$ cat src/rtl/adc_seq_pkg.sv
// Shared constants and types for the converter control sequencer
package adc_seq_pkg;

    // ************************************************
    // Register indices, byte address is four times
    // ************************************************
    localparam logic [14:0] IDX_CONTROL = 15'h7f20;
    localparam logic [14:0] IDX_MODE = 15'h7f21;
    localparam logic [14:0] IDX_RES_LOW = 15'h7f22;
    localparam logic [14:0] IDX_RES_HIGH = 15'h7f23;

    // ************************************************
    // Field positions
    // ************************************************
    localparam int CTL_SEL_LO = 4;
    localparam int CTL_CMP = 3;
    localparam int CTL_START = 2;
    localparam int CTL_DONE = 1;
    localparam int CTL_IE = 0;
    localparam int MODE_RESOLUTION_SELECT = 6;
    localparam int MODE_OFFS = 2;
    localparam int MODE_DIV_LO = 0;
    localparam int LOW_NIB_LO = 4;
    localparam int LOW_CMP = 3;
    localparam int LOW_DIV = 0;

    // ************************************************
    // Reset values
    // ************************************************
    localparam logic [7:0] RST_CONTROL = 8'h00;
    localparam logic [7:0] RST_MODE = 8'h00;
    localparam logic [7:0] RST_LOW = 8'h00;
    localparam logic [7:0] RST_HIGH = 8'h00;

    // ************************************************
    // Timing, conversion figures in cycle-clock periods
    // ************************************************
    localparam int TCYC_NS = 10;
    localparam int CLK_NS = 10;
    localparam int CLK_PER_TCYC = TCYC_NS / CLK_NS;
    localparam logic [7:0] CYC_BASE_12 = 8'(52 * CLK_PER_TCYC);
    localparam logic [7:0] CYC_BASE_8 = 8'(32 * CLK_PER_TCYC);
    localparam logic [7:0] CYC_BASE_CMP = 8'(28 * CLK_PER_TCYC);
    localparam logic [7:0] CYC_EXTRA = 8'(2 * CLK_PER_TCYC);
    localparam logic [2:0] TRIAL_LAST = 3'h5;
    localparam logic [11:0] SAR_INIT = 12'h800;
    localparam logic [3:0] SAR_MSB = 4'hb;
    localparam logic [3:0] SAR_LSB_8 = 4'h4;
    localparam logic [3:0] SAR_LSB_12 = 4'h0;

    typedef enum logic {ST_IDLE, ST_RUN} seq_state_t;

endpackage

$ cat src/rtl/conv_time_calc.sv
// Conversion length from divider code, resolution and mode
`timescale 1ns/1ps
`default_nettype none
module conv_time_calc (
    input wire logic [2:0] div_code, // Divider code, ratio 1/2^code
    input wire logic eight_bit, // 8-bit resolution selected
    input wire logic compare, // Compare mode selected
    input wire logic doubled, // First 12-bit conversion
    output logic [7:0] length // Cycles the operation lasts
);
    logic [7:0] base;
    logic [8:0] sum;
    logic [7:0] single;

    assign base = compare ? adc_seq_pkg::CYC_BASE_CMP :
        (eight_bit ? adc_seq_pkg::CYC_BASE_8 : adc_seq_pkg::CYC_BASE_12);
    // Round the division up so no operation is cut short
    assign sum = {1'b0, base} + ((9'h001 << div_code) - 9'h001);
    assign single = 8'(sum >> div_code) + adc_seq_pkg::CYC_EXTRA;
    assign length = doubled ? {single[6:0], 1'b0} : single;
endmodule // conv_time_calc
`default_nettype wire

$ cat src/rtl/sar_engine.sv
// Successive approximation register driving the ladder code
`timescale 1ns/1ps
`default_nettype none
module sar_engine (
    input wire logic clk, // System cycle clock
    input wire logic rst_b, // Synchronous reset, active low
    input wire logic ce, // Clock enable
    input wire logic start, // Begin an operation
    input wire logic hold, // Load preset and run no trials
    input wire logic eight_bit, // Stop after eight trials
    input wire logic [11:0] preset, // Code used in compare mode
    input wire logic comp_bit, // Filtered comparator, input above ref
    output logic [11:0] code // Ladder code
);
    logic [3:0] bit_idx;
    logic [3:0] last_idx;
    logic [2:0] phase;
    logic busy;
    logic trial_end;

    // Each trial waits for the comparator filter to settle
    assign trial_end = busy & (phase == adc_seq_pkg::TRIAL_LAST);

    always_ff @(posedge clk) begin
        if (!rst_b) begin
            code <= 12'h000;
            bit_idx <= adc_seq_pkg::SAR_MSB;
            last_idx <= adc_seq_pkg::SAR_LSB_12;
            phase <= 3'h0;
            busy <= 1'b0;
        end else if (ce) begin
            if (start) begin
                code <= hold ? preset : adc_seq_pkg::SAR_INIT;
                bit_idx <= adc_seq_pkg::SAR_MSB;
                last_idx <= eight_bit ? adc_seq_pkg::SAR_LSB_8 :
                    adc_seq_pkg::SAR_LSB_12;
                phase <= 3'h0;
                busy <= ~hold;
            end else if (busy) begin
                phase <= trial_end ? 3'h0 : phase + 3'h1;
                if (trial_end) begin
                    code[bit_idx] <= comp_bit;
                    if (bit_idx == last_idx) begin
                        busy <= 1'b0;
                    end else begin
                        code[bit_idx - 4'h1] <= 1'b1;
                        bit_idx <= bit_idx - 4'h1;
                    end
                end
            end
        end
    end
endmodule // sar_engine
`default_nettype wire

$ cat src/rtl/adc_control_sequencer.sv
// Control sequencer for the 16-input successive approximation converter
`timescale 1ns/1ps
`default_nettype none
module adc_control_sequencer (
    input wire logic clk, // System cycle clock
    input wire logic rst_b, // Synchronous reset, active low
    input wire logic ce, // Clock enable, freezes state when low
    input wire logic [16:0] address, // Avalon byte address
    input wire logic read, // Avalon read
    input wire logic write, // Avalon write
    input wire logic [31:0] writedata, // Avalon write data
    input wire logic [3:0] byteenable, // Avalon byte enables
    output logic [31:0] readdata, // Avalon read data
    output logic waitrequest, // Avalon wait request
    input wire logic comp_out, // Comparator output, asynchronous
    output logic [3:0] channel_sel, // Input multiplexer select
    output logic ladder_enable, // Reference ladder enable
    output logic [11:0] ladder_code, // Ladder multiplexer code
    output logic offset_comp, // Offset compensation enable
    output logic result_strobe, // Result capture pulse
    output logic irq // Interrupt request
);

    // ************************************************
    // Declarations
    // ************************************************
    adc_seq_pkg::seq_state_t state;
    adc_seq_pkg::seq_state_t next_state;
    logic bus_ack;
    logic commit;
    logic sel_ctl;
    logic sel_mode;
    logic sel_low;
    logic sel_high;
    logic wr_ctl;
    logic wr_mode;
    logic wr_low;
    logic wr_high;
    logic [7:0] wd;
    logic [7:0] rd_byte;
    logic [7:0] ctl_rd;
    logic [7:0] mode_rd;
    logic [7:0] low_rd;
    logic [3:0] input_select;
    logic compare_mode_select;
    logic done_flag;
    logic irq_enable;
    logic resolution_select;
    logic offset_comp_enable;
    logic [1:0] divider_low_bits;
    logic divider_high_bit;
    logic [3:0] result_low_nibble;
    logic [7:0] adc_result_high;
    logic running;
    logic start_req;
    logic abort;
    logic finish;
    logic [7:0] count;
    logic [7:0] load_len;
    logic op_cmp;
    logic op_resolution_select;
    logic first_pending;
    logic doubled;
    logic comp_s1;
    logic comp_s2;
    logic comp_s3;
    logic comp_q;
    logic comp_level;
    logic [7:0] run_len;
    logic [7:0] op_len;

    function automatic logic hit(input logic [16:0] a,
                                 input logic [14:0] idx);
        hit = (a[16:2] == idx);
    endfunction

    // ************************************************
    // Avalon slave, one wait cycle on every access
    // ************************************************
    assign waitrequest = (read | write) & ~bus_ack;
    assign wd = writedata[7:0];
    assign sel_ctl = hit(address, adc_seq_pkg::IDX_CONTROL);
    assign sel_mode = hit(address, adc_seq_pkg::IDX_MODE);
    assign sel_low = hit(address, adc_seq_pkg::IDX_RES_LOW);
    assign sel_high = hit(address, adc_seq_pkg::IDX_RES_HIGH);
    assign commit = write & bus_ack & byteenable[0];
    assign wr_ctl = commit & sel_ctl;
    assign wr_mode = commit & sel_mode;
    assign wr_low = commit & sel_low;
    assign wr_high = commit & sel_high;

    // Reserved bits read as zero
    assign ctl_rd = {input_select, compare_mode_select, running,
                     done_flag, irq_enable};
    assign mode_rd = {1'b0, resolution_select, 3'b000,
                      offset_comp_enable, divider_low_bits};
    assign low_rd = {result_low_nibble, 3'b000,
                     divider_high_bit};
    assign rd_byte = sel_ctl ? ctl_rd :
                     sel_mode ? mode_rd :
                     sel_low ? low_rd :
                     sel_high ? adc_result_high : 8'h00;

    always_ff @(posedge clk) begin
        if (!rst_b) begin
            bus_ack <= 1'b0;
        end else if (ce) begin
            bus_ack <= (read | write) & ~bus_ack;
        end
    end

    always_ff @(posedge clk) begin
        if (!rst_b) begin
            readdata <= 32'h00000000;
        end else if (ce && read && !bus_ack) begin
            readdata <= {24'h000000, rd_byte};
        end
    end

    // ************************************************
    // Comparator filter, three stages
    // ************************************************
    assign comp_level = (comp_s2 == comp_s3) ? comp_s3 : comp_q;

    always_ff @(posedge clk) begin
        if (!rst_b) begin
            comp_s1 <= 1'b0;
            comp_s2 <= 1'b0;
            comp_s3 <= 1'b0;
            comp_q <= 1'b0;
        end else if (ce) begin
            comp_s1 <= comp_out;
            comp_s2 <= comp_s1;
            comp_s3 <= comp_s2;
            comp_q <= comp_level;
        end
    end

    // ************************************************
    // Operation sequencing
    // ************************************************
    assign running = (state == adc_seq_pkg::ST_RUN);
    assign start_req = wr_ctl & wd[adc_seq_pkg::CTL_START]
                       & ~running;
    assign finish = running & (count == 8'h01);
    // A clear in the finishing cycle loses to completion
    assign abort = wr_ctl & ~wd[adc_seq_pkg::CTL_START] & running
                   & ~finish;
    assign doubled = first_pending & ~resolution_select
                     & ~wd[adc_seq_pkg::CTL_CMP];

    always_comb begin
        case (state)
            adc_seq_pkg::ST_IDLE: begin
                next_state = start_req ? adc_seq_pkg::ST_RUN :
                    adc_seq_pkg::ST_IDLE;
            end
            adc_seq_pkg::ST_RUN: begin
                next_state = (finish | abort) ? adc_seq_pkg::ST_IDLE :
                    adc_seq_pkg::ST_RUN;
            end
            default: begin
                next_state = adc_seq_pkg::ST_IDLE;
            end
        endcase
    end

    conv_time_calc u_calc (
        .div_code({divider_high_bit, divider_low_bits}),
        .eight_bit(resolution_select),
        .compare(wd[adc_seq_pkg::CTL_CMP]),
        .doubled(doubled),
        .length(load_len)
    );

    sar_engine u_sar (
        .clk(clk),
        .rst_b(rst_b),
        .ce(ce),
        .start(start_req),
        .hold(wd[adc_seq_pkg::CTL_CMP]),
        .eight_bit(resolution_select),
        .preset({adc_result_high, 4'h0}),
        .comp_bit(comp_level),
        .code(ladder_code)
    );

    always_ff @(posedge clk) begin
        if (!rst_b) begin
            state <= adc_seq_pkg::ST_IDLE;
            count <= 8'h00;
            op_cmp <= 1'b0;
            op_resolution_select <= 1'b0;
        end else if (ce) begin
            state <= next_state;
            if (start_req) begin
                count <= load_len;
                op_cmp <= wd[adc_seq_pkg::CTL_CMP];
                op_resolution_select <= resolution_select;
            end else if (running) begin
                count <= count - 8'h01;
            end
        end
    end

    // Pending until a 12-bit conversion starts, rearmed by 8-bit mode
    always_ff @(posedge clk) begin
        if (!rst_b) begin
            first_pending <= 1'b1;
        end else if (ce) begin
            if (resolution_select) begin
                first_pending <= 1'b1;
            end else if (start_req && !wd[adc_seq_pkg::CTL_CMP]) begin
                first_pending <= 1'b0;
            end
        end
    end

    // ************************************************
    // Control and mode registers
    // ************************************************
    always_ff @(posedge clk) begin
        if (!rst_b) begin
            input_select <= adc_seq_pkg::RST_CONTROL[7:4];
            compare_mode_select <= adc_seq_pkg::RST_CONTROL[3];
            done_flag <= adc_seq_pkg::RST_CONTROL[1];
            irq_enable <= adc_seq_pkg::RST_CONTROL[0];
        end else if (ce) begin
            if (wr_ctl) begin
                input_select <= wd[adc_seq_pkg::CTL_SEL_LO +: 4];
                compare_mode_select <= wd[adc_seq_pkg::CTL_CMP];
                irq_enable <= wd[adc_seq_pkg::CTL_IE];
            end
            if (finish) begin
                done_flag <= 1'b1;
            end else if (wr_ctl && !wd[adc_seq_pkg::CTL_DONE]) begin
                done_flag <= 1'b0;
            end
        end
    end

    always_ff @(posedge clk) begin
        if (!rst_b) begin
            resolution_select <= adc_seq_pkg::RST_MODE[6];
            offset_comp_enable <= adc_seq_pkg::RST_MODE[2];
            divider_low_bits <= adc_seq_pkg::RST_MODE[1:0];
        end else if (ce && wr_mode) begin
            resolution_select <= wd[adc_seq_pkg::MODE_RESOLUTION_SELECT];
            offset_comp_enable <= wd[adc_seq_pkg::MODE_OFFS];
            divider_low_bits <= wd[adc_seq_pkg::MODE_DIV_LO +: 2];
        end
    end

    // ************************************************
    // Result registers
    // ************************************************
    always_ff @(posedge clk) begin
        if (!rst_b) begin
            result_low_nibble <= adc_seq_pkg::RST_LOW[7:4];
            divider_high_bit <= adc_seq_pkg::RST_LOW[0];
        end else if (ce) begin
            if (finish && op_cmp) begin
                result_low_nibble[adc_seq_pkg::LOW_CMP] <=
                    comp_level;
            end else if (finish && !op_resolution_select) begin
                result_low_nibble <= ladder_code[3:0];
            end else if (wr_low) begin
                result_low_nibble <=
                    wd[adc_seq_pkg::LOW_NIB_LO +: 4];
            end
            if (wr_low) begin
                divider_high_bit <= wd[adc_seq_pkg::LOW_DIV];
            end
        end
    end

    always_ff @(posedge clk) begin
        if (!rst_b) begin
            adc_result_high <= adc_seq_pkg::RST_HIGH;
        end else if (ce) begin
            if (finish && !op_cmp) begin
                adc_result_high <= ladder_code[11:4];
            end else if (wr_high) begin
                adc_result_high <= wd;
            end
        end
    end

    // ************************************************
    // Analog side strobes and interrupt
    // ************************************************
    always_ff @(posedge clk) begin
        if (!rst_b) begin
            channel_sel <= 4'h0;
            ladder_enable <= 1'b0;
            offset_comp <= 1'b0;
            result_strobe <= 1'b0;
        end else if (ce) begin
            channel_sel <= input_select;
            ladder_enable <= (next_state == adc_seq_pkg::ST_RUN);
            offset_comp <= offset_comp_enable;
            result_strobe <= finish;
        end
    end

    assign irq = irq_enable & done_flag;

    // ************************************************
    // Checks
    // ************************************************
    always_ff @(posedge clk) begin
        if (!rst_b) begin
            run_len <= 8'h00;
            op_len <= 8'h00;
        end else if (ce) begin
            if (start_req) begin
                run_len <= 8'h00;
                op_len <= load_len;
            end else if (running) begin
                run_len <= run_len + 8'h01;
            end
        end
    end
endmodule // adc_control_sequencer
`default_nettype wire

$ cat config.mk
export PLATFORM = sky130hd
export DESIGN_NAME = adc_control_sequencer
export DESIGN_NICKNAME = d
export VERILOG_FILES = /design/src/rtl/adc_seq_pkg.sv /design/src/rtl/conv_time_calc.sv /design/src/rtl/sar_engine.sv /design/src/rtl/adc_control_sequencer.sv
export SDC_FILE = /design/constraint.sdc
export NUM_CORES = 1
export LEC_CHECK = 0
export BUFFER_PORTS_ARGS = -buffer_cell sky130_fd_sc_hd__buf_2
export CAP_MARGIN = 20
export CORE_MARGIN = 5
export CORE_UTILIZATION = 50
export CTS_CLUSTER_DIAMETER = 30
export CTS_CLUSTER_SIZE = 24
export DETAILED_ROUTE_END_ITERATION = 10
export PLACE_DENSITY = 0.8
export SLEW_MARGIN = 10
export SYNTH_ARGS = -nofsm -noshare
export SYNTH_HDL_FRONTEND = slang
export SYNTH_SLANG_ARGS = --single-unit
$ cat constraint.sdc
create_clock -name clk -period 4.7 [get_ports clk]
set_clock_uncertainty 0.2 [all_clocks]
set_input_delay 0.94 -clock clk [delete_from_list [all_inputs] [get_ports clk]]
set_output_delay 0.94 -clock clk [all_outputs]
set_load 0.005 [all_outputs]
Word level (Yosys, flattened, before mapping)
Index checks and enable logic that the tools add are counted.
- add/sub/neg operators: 6
- order comparisons: 4
- eq/ne operators: 9
- shifts and indexed selects: 2
- muxes and demuxes: 44
- bitwise operators: 27
- reduce and logical (&&, ||, !) cells: 35
- operators by type and width (kind ; number):
    $mux 8 ; 10
    $eq 15x15->1 const B ; 4
    $mux 12 ; 5
    $mux 4 ; 6
    $reduce_and 2->1 ; 9
    $and 1x1->1 ; 17
    $mux 1 ; 14
    $reduce_bool 2->1 ; 7
    $bwmux 12 ; 1
    $mux 3 ; 4
    $or 12x12->12 ; 1
    $logic_and 1x1->1 ; 10
    $lt 4x5->1 const B ; 2
    $add 8x9->9 ; 1
    $shl 1x3->9 const A ; 1
    $shr 9x3->8 ; 1
    $sub 9x1->9 const B ; 1
    $add 8x2->8 const B ; 1
    $demux 1 s4 ; 2
    $eq 8x1->1 const B ; 1
    $ge 4x1->1 const B ; 2
    $sub 8x1->8 const B ; 1
    $not 1->1 ; 7
    $reduce_and 3->1 ; 2
    other kinds (12) ; 17
- register bits after elaboration: 79
- output and inout port bits: 53
- logic and storage cells: 157

Depth between registers and ports, before layout
- depth after elaboration: 10
- depth in mapped cells: 21
- gate-level depth less buffers: 18

Cells and area by module
From an unflattened synthesis, not the netlist that was laid out.
- cell total of the unflattened synthesis: 709
- area, all modules: 5681.7 sq um
- by module, submodules not included (module ; times used ; cells an instance ; area each (sq um) ; seq. area each (sq um)):
    adc_control_sequencer ; 1 ; 348 ; 2937.8 ; 1101.1
    sar_engine ; 1 ; 208 ; 1660.3 ; 420.4
    conv_time_calc ; 1 ; 153 ; 1083.5 ; 0.0

Least setup slack after synthesis
OpenSTA, ideal clock, no wires.
- kind: input port to flip-flop
- start point: input port writedata[3]
- end point: register count[7]
- data arrival time: 4.421 ns
- required time: 4.373 ns
- path slack: -0.049 ns
- stages on the path: 19
- path buffers: 3
- cell sequence: clkbuf_1 inv_1 ha_1 inv_1 ha_1 clkbuf_1 nand3_1 and2_1 clkbuf_1 a2111oi_0 a22oi_1 a22o_1 ha_1 inv_1 a2111oi_4 o211ai_1 xnor2_1 a221oi_1 a21oi_2
- cells in the longest elaborated chain, start to end: 6
- elaborated cells between the ends (all ways): 8
- RTL lines (item ; line ; source):
    from (decl) ; adc_control_sequencer.sv:11 ; input wire logic [31:0] writedata,
    $mux 8 ; conv_time_calc.sv:15 ; assign base = compare ? adc_seq_pkg::CYC_BASE_CMP :
    $add 8x9->9 ; conv_time_calc.sv:18 ; assign sum = {1'b0, base} + ((9'h001 << div_code) - 9'h001);
    $shr 9x3->8 ; conv_time_calc.sv:19 ; assign single = 8'(sum >> div_code) + adc_seq_pkg::CYC_EXTRA;
    $add 8x2->8 ; conv_time_calc.sv:19 ;
    $mux 8 * ; conv_time_calc.sv:20 ; assign length = doubled ? {single[6:0], 1'b0} : single;
    $mux 8 * ; adc_control_sequencer.sv:196 ; if (start_req) begin
    to (signal assigned) ; adc_control_sequencer.sv:197 ; count <= load_len;
    to (signal assigned) ; adc_control_sequencer.sv:201 ; count <= count - 8'h01;
    to (decl) ; adc_control_sequencer.sv:58 ; logic [7:0] count;
Mark *: on every way between the ends. The rest lies on a longest branch, timed or not.
A chain may end at the register's enable or synchronous reset.

Worst setup path after layout
- start point: register divider_high_bit
- end point: register count[7]
- cells in the longest elaborated chain, start to end: 7
- RTL lines (item ; line ; source):
    from (decl) ; adc_control_sequencer.sv:51 ; logic divider_high_bit;
    from (signal assigned) ; adc_control_sequencer.sv:260 ; divider_high_bit <= adc_seq_pkg::RST_LOW[0];
    from (signal assigned) ; adc_control_sequencer.sv:272 ; divider_high_bit <= wd[adc_seq_pkg::LOW_DIV];
    $shl 1x3->9 ; conv_time_calc.sv:18 ;
    $sub 9x1->9 ; conv_time_calc.sv:18 ;
    $add 8x9->9 ; conv_time_calc.sv:18 ;
    $shr 9x3->8 * ; conv_time_calc.sv:19 ;
    $add 8x2->8 * ; conv_time_calc.sv:19 ;
    $mux 8 * ; conv_time_calc.sv:20 ;
    $mux 8 * ; adc_control_sequencer.sv:196 ;
Marked as above.

==> impl_metrics.env <==
export IMPL_status="completed"
export IMPL_cts_tree="yes"
export IMPL_worstMarginPinSlew_ps=959.1
export IMPL_crit_type="register to register"
export IMPL_start_kind="register"
export IMPL_ir_drop_mv=0.2305
export IMPL_worst_ep_arrival_time_ps=4390
export IMPL_grt_pass1_wl_um=22090
export IMPL_cts_root_buf="clkbuf_8"
export IMPL_die_width_um=110.8
export IMPL_ant_nets=0
export IMPL_antenna_found_initial=0
export IMPL_fin_tns_setup_ps=0
export IMPL_async_reset_ff_frac=0
export IMPL_yosysTopAreaCell="dfxtp_1"
export IMPL_ctsResizeCount=0
export IMPL_start_util=0.5172
export IMPL_slew_violations=0
export IMPL_cellLeakagePower_nw=2.458
export IMPL_htree_levels=3
export IMPL_synth_top_cell_area_share=0.2956
export IMPL_power_density_mw_per_mm2=215.7
export IMPL_place_gp_congestion=0.8605
export IMPL_layout_drive_gt1_share=0.1534
export IMPL_hold_class="register to register"
export IMPL_drtPass1Iterations=5
export IMPL_ios=112
export IMPL_clock_sinks=75
export IMPL_fillers=891
export IMPL_relSlewSlack=0.3563
export IMPL_maxCapViolations=0
export IMPL_clkSlewWorstSetupHoldPaths_ps=90
export IMPL_syn_cell_area_mm2=0.005079
export IMPL_netlist_top_cells_area="dfxtp_1 30%, mux2i_1 9.1%, nor2_1 6.1%"
export IMPL_finalCriticalPeriod_ps=4349
export IMPL_required_ps=4740
export IMPL_place_ws_ps=113.1
export IMPL_nets=792
export IMPL_fmax_mhz=229.9
export IMPL_synth_area_per_cell_um2=7.695
export IMPL_grt_use_total=0.2114
export IMPL_vias_per_cell=5.796
export IMPL_diodes=0
export IMPL_rows=36
export IMPL_numCtsBuffers=9
export IMPL_cp_end_kind="register"
export IMPL_dieArea_mm2=0.01227
export IMPL_portBuffers=58
export IMPL_gr_total_overflow=0
export IMPL_cts_setup_buffers=0
export IMPL_ys_ff_latch=75
export IMPL_clkLatencyLatePin_ps=360
export IMPL_hold_viol_final=0
export IMPL_syn_to_final_growth_pct=11.16
export IMPL_grt_pass1_vias=4711
export IMPL_mostFrequentLayoutCells="83 x nor2_1, 75 x dfxtp_1, 63 x nand2_1, 61 x a21oi_1, 58 x buf_2"
export IMPL_layout_commonest_cell="nor2_1"
export IMPL_grt_start_max_net_pins=37
export IMPL_synth_edf_count=0
export IMPL_vias=4927
export IMPL_ys_seq_area_frac=0.2956
export IMPL_final_cell_area_mm2=0.005645
export IMPL_yosysWarnings=0
export IMPL_synth_flop_cell="dfxtp_1"
export IMPL_postRouteWirelength_um=13330
export IMPL_cts_hold_buf=0
export IMPL_drt_wirelength_per_cell_um=15.68
export IMPL_placed_area_mm2=0.005463
export IMPL_core_area_mm2=0.009819
export IMPL_finalSetupViolations=0
export IMPL_detailed_place_hpwl_um=9917
export IMPL_rsz0062_at_grt="false"
export IMPL_path_max_fanout=11
export IMPL_period_share=0.9254
export IMPL_drt_iter0_drc=467
export IMPL_synth_cells=660
export IMPL_setup_ws_ps=350.7
export IMPL_synth_cell_type_count=68
export IMPL_die_h_um=110.8
export IMPL_cts_buffer_depth=2
export IMPL_drcViolationCount=0
[where the power goes]
part / total, mW / internal [mW] / switching [mW] / leakage [nW]
clock: 0.469 / 0.201 / 0.269 / 0.0925
sequential: 0.637 / 0.636 / 0.00113 / 0.604
combinational: 0.111 / 0.0414 / 0.0695 / 1.76
total: 1.22 / 0.878 / 0.339 / 2.46
[flip-flops by register name (all words and copies together) (netlist names), 2 cells and up]
signal,cells
u_sar.phase,3
u_sar.bit_idx,4
channel_sel,4
count,8
readdata,8
input_select,4
u_sar.code,12
result_low_nibble,4
divider_low_bits,2
adc_result_high,8
[cell type report]
| class | count | area (um^2) | share of cell area |
|---|---|---|---|
| well taps | 133 | 166.4 | 0.02948 |
| flip-flops and latches | 75 | 1501 | 0.2660 |
| clock buffers | 9 | 123.9 | 0.02194 |
| clock inverters | 7 | 58.81 | 0.01042 |
| multi-input cells | 521 | 3238 | 0.5736 |
| repair buffers | 82 | 470.5 | 0.08333 |
| inverters | 23 | 86.33 | 0.01529 |
[final timing paths]
path | slack (ps) | cells after the start | end | startpoint
setup / recovery | 350 | 17 | count[7]$_SDFFE_PN0P_ | divider_high_bit$_SDFFE_PN0P_
hold / removal | 290 | 2 | readdata[5]$_SDFFE_PN0P_ | readdata[5]$_SDFFE_PN0P_
setup reg to reg | 350 | 17 | count[7]$_SDFFE_PN0P_ | divider_high_bit$_SDFFE_PN0P_
hold reg to reg | 290 | 2 | readdata[5]$_SDFFE_PN0P_ | readdata[5]$_SDFFE_PN0P_
[per-layer routing]
metal / GRT usage / vias to the layer above / share of wire
li1: - / 2412 / -
met1: 0.2601 / 2316 / 0.42
met2: 0.3790 / 174 / 0.51
met3: 0.03930 / 25 / 0.059
met4: 0.05255 / 0 / 0.015
met5: 0 / - / 0
[critical path, stage by stage, from the launching register on]
cell and delay [ps]:
dfxtp_1 610, buf_4 230, nand3_1 80, ha_1 290, inv_1 40, ha_1 300, or3b_2 450, o221a_2 150
a31o_1 250, a22oi_1 240, a22o_1 230, ha_1 170, inv_1 70, a2111oi_4 210, o211ai_1 160, xnor2_1 170
a221oi_1 290, a21oi_2 80
[cell usage after synthesis, types with 10 or more instances]
cell,count
nor2_1,83
dfxtp_1,75
nand2_1,63
a21oi_1,61
mux2i_1,46
o21ai_0,36
clkbuf_1,35
nand3_1,27
buf_4,24
inv_1,22
ha_1,21
and3_1,14
a211oi_1,12
nor3_1,11
xnor2_1,10
[through the flow]
step / instances / util / power (mW) / hold slack [ps]
final: 850 / 0.5749 / 1.217 / 288.6
after global routing: 850 / 0.5749 / 1.271 / 314.4
after CTS: 850 / 0.5749 / 1.221 / 294.8
after detailed placement: 834 / 0.5563 / 0.7613 / 275.5
after global placement: 834 / 0.5563 / 0.7580 / 266.8
after floorplan: 683 / - / 0.7358 / 252.3
[kinds of logic (layout without fill, tap and decap cells)]
group | Yosys count | count (layout) | synth area share
other | 1 | 24 | 0.0007384
adder cells (fa/ha/maj) | 22 | 22 | 0.05371
AND/OR/NAND/NOR | 242 | 242 | 0.2262
buffers and inverters | 87 | 121 | 0.08401
flip-flops | 75 | 75 | 0.2956
AO/OA/AOI/OAI | 167 | 167 | 0.2082
multiplexers | 50 | 50 | 0.1040
XOR/XNOR | 16 | 16 | 0.02759
Power figures use the tool's default switching activity.
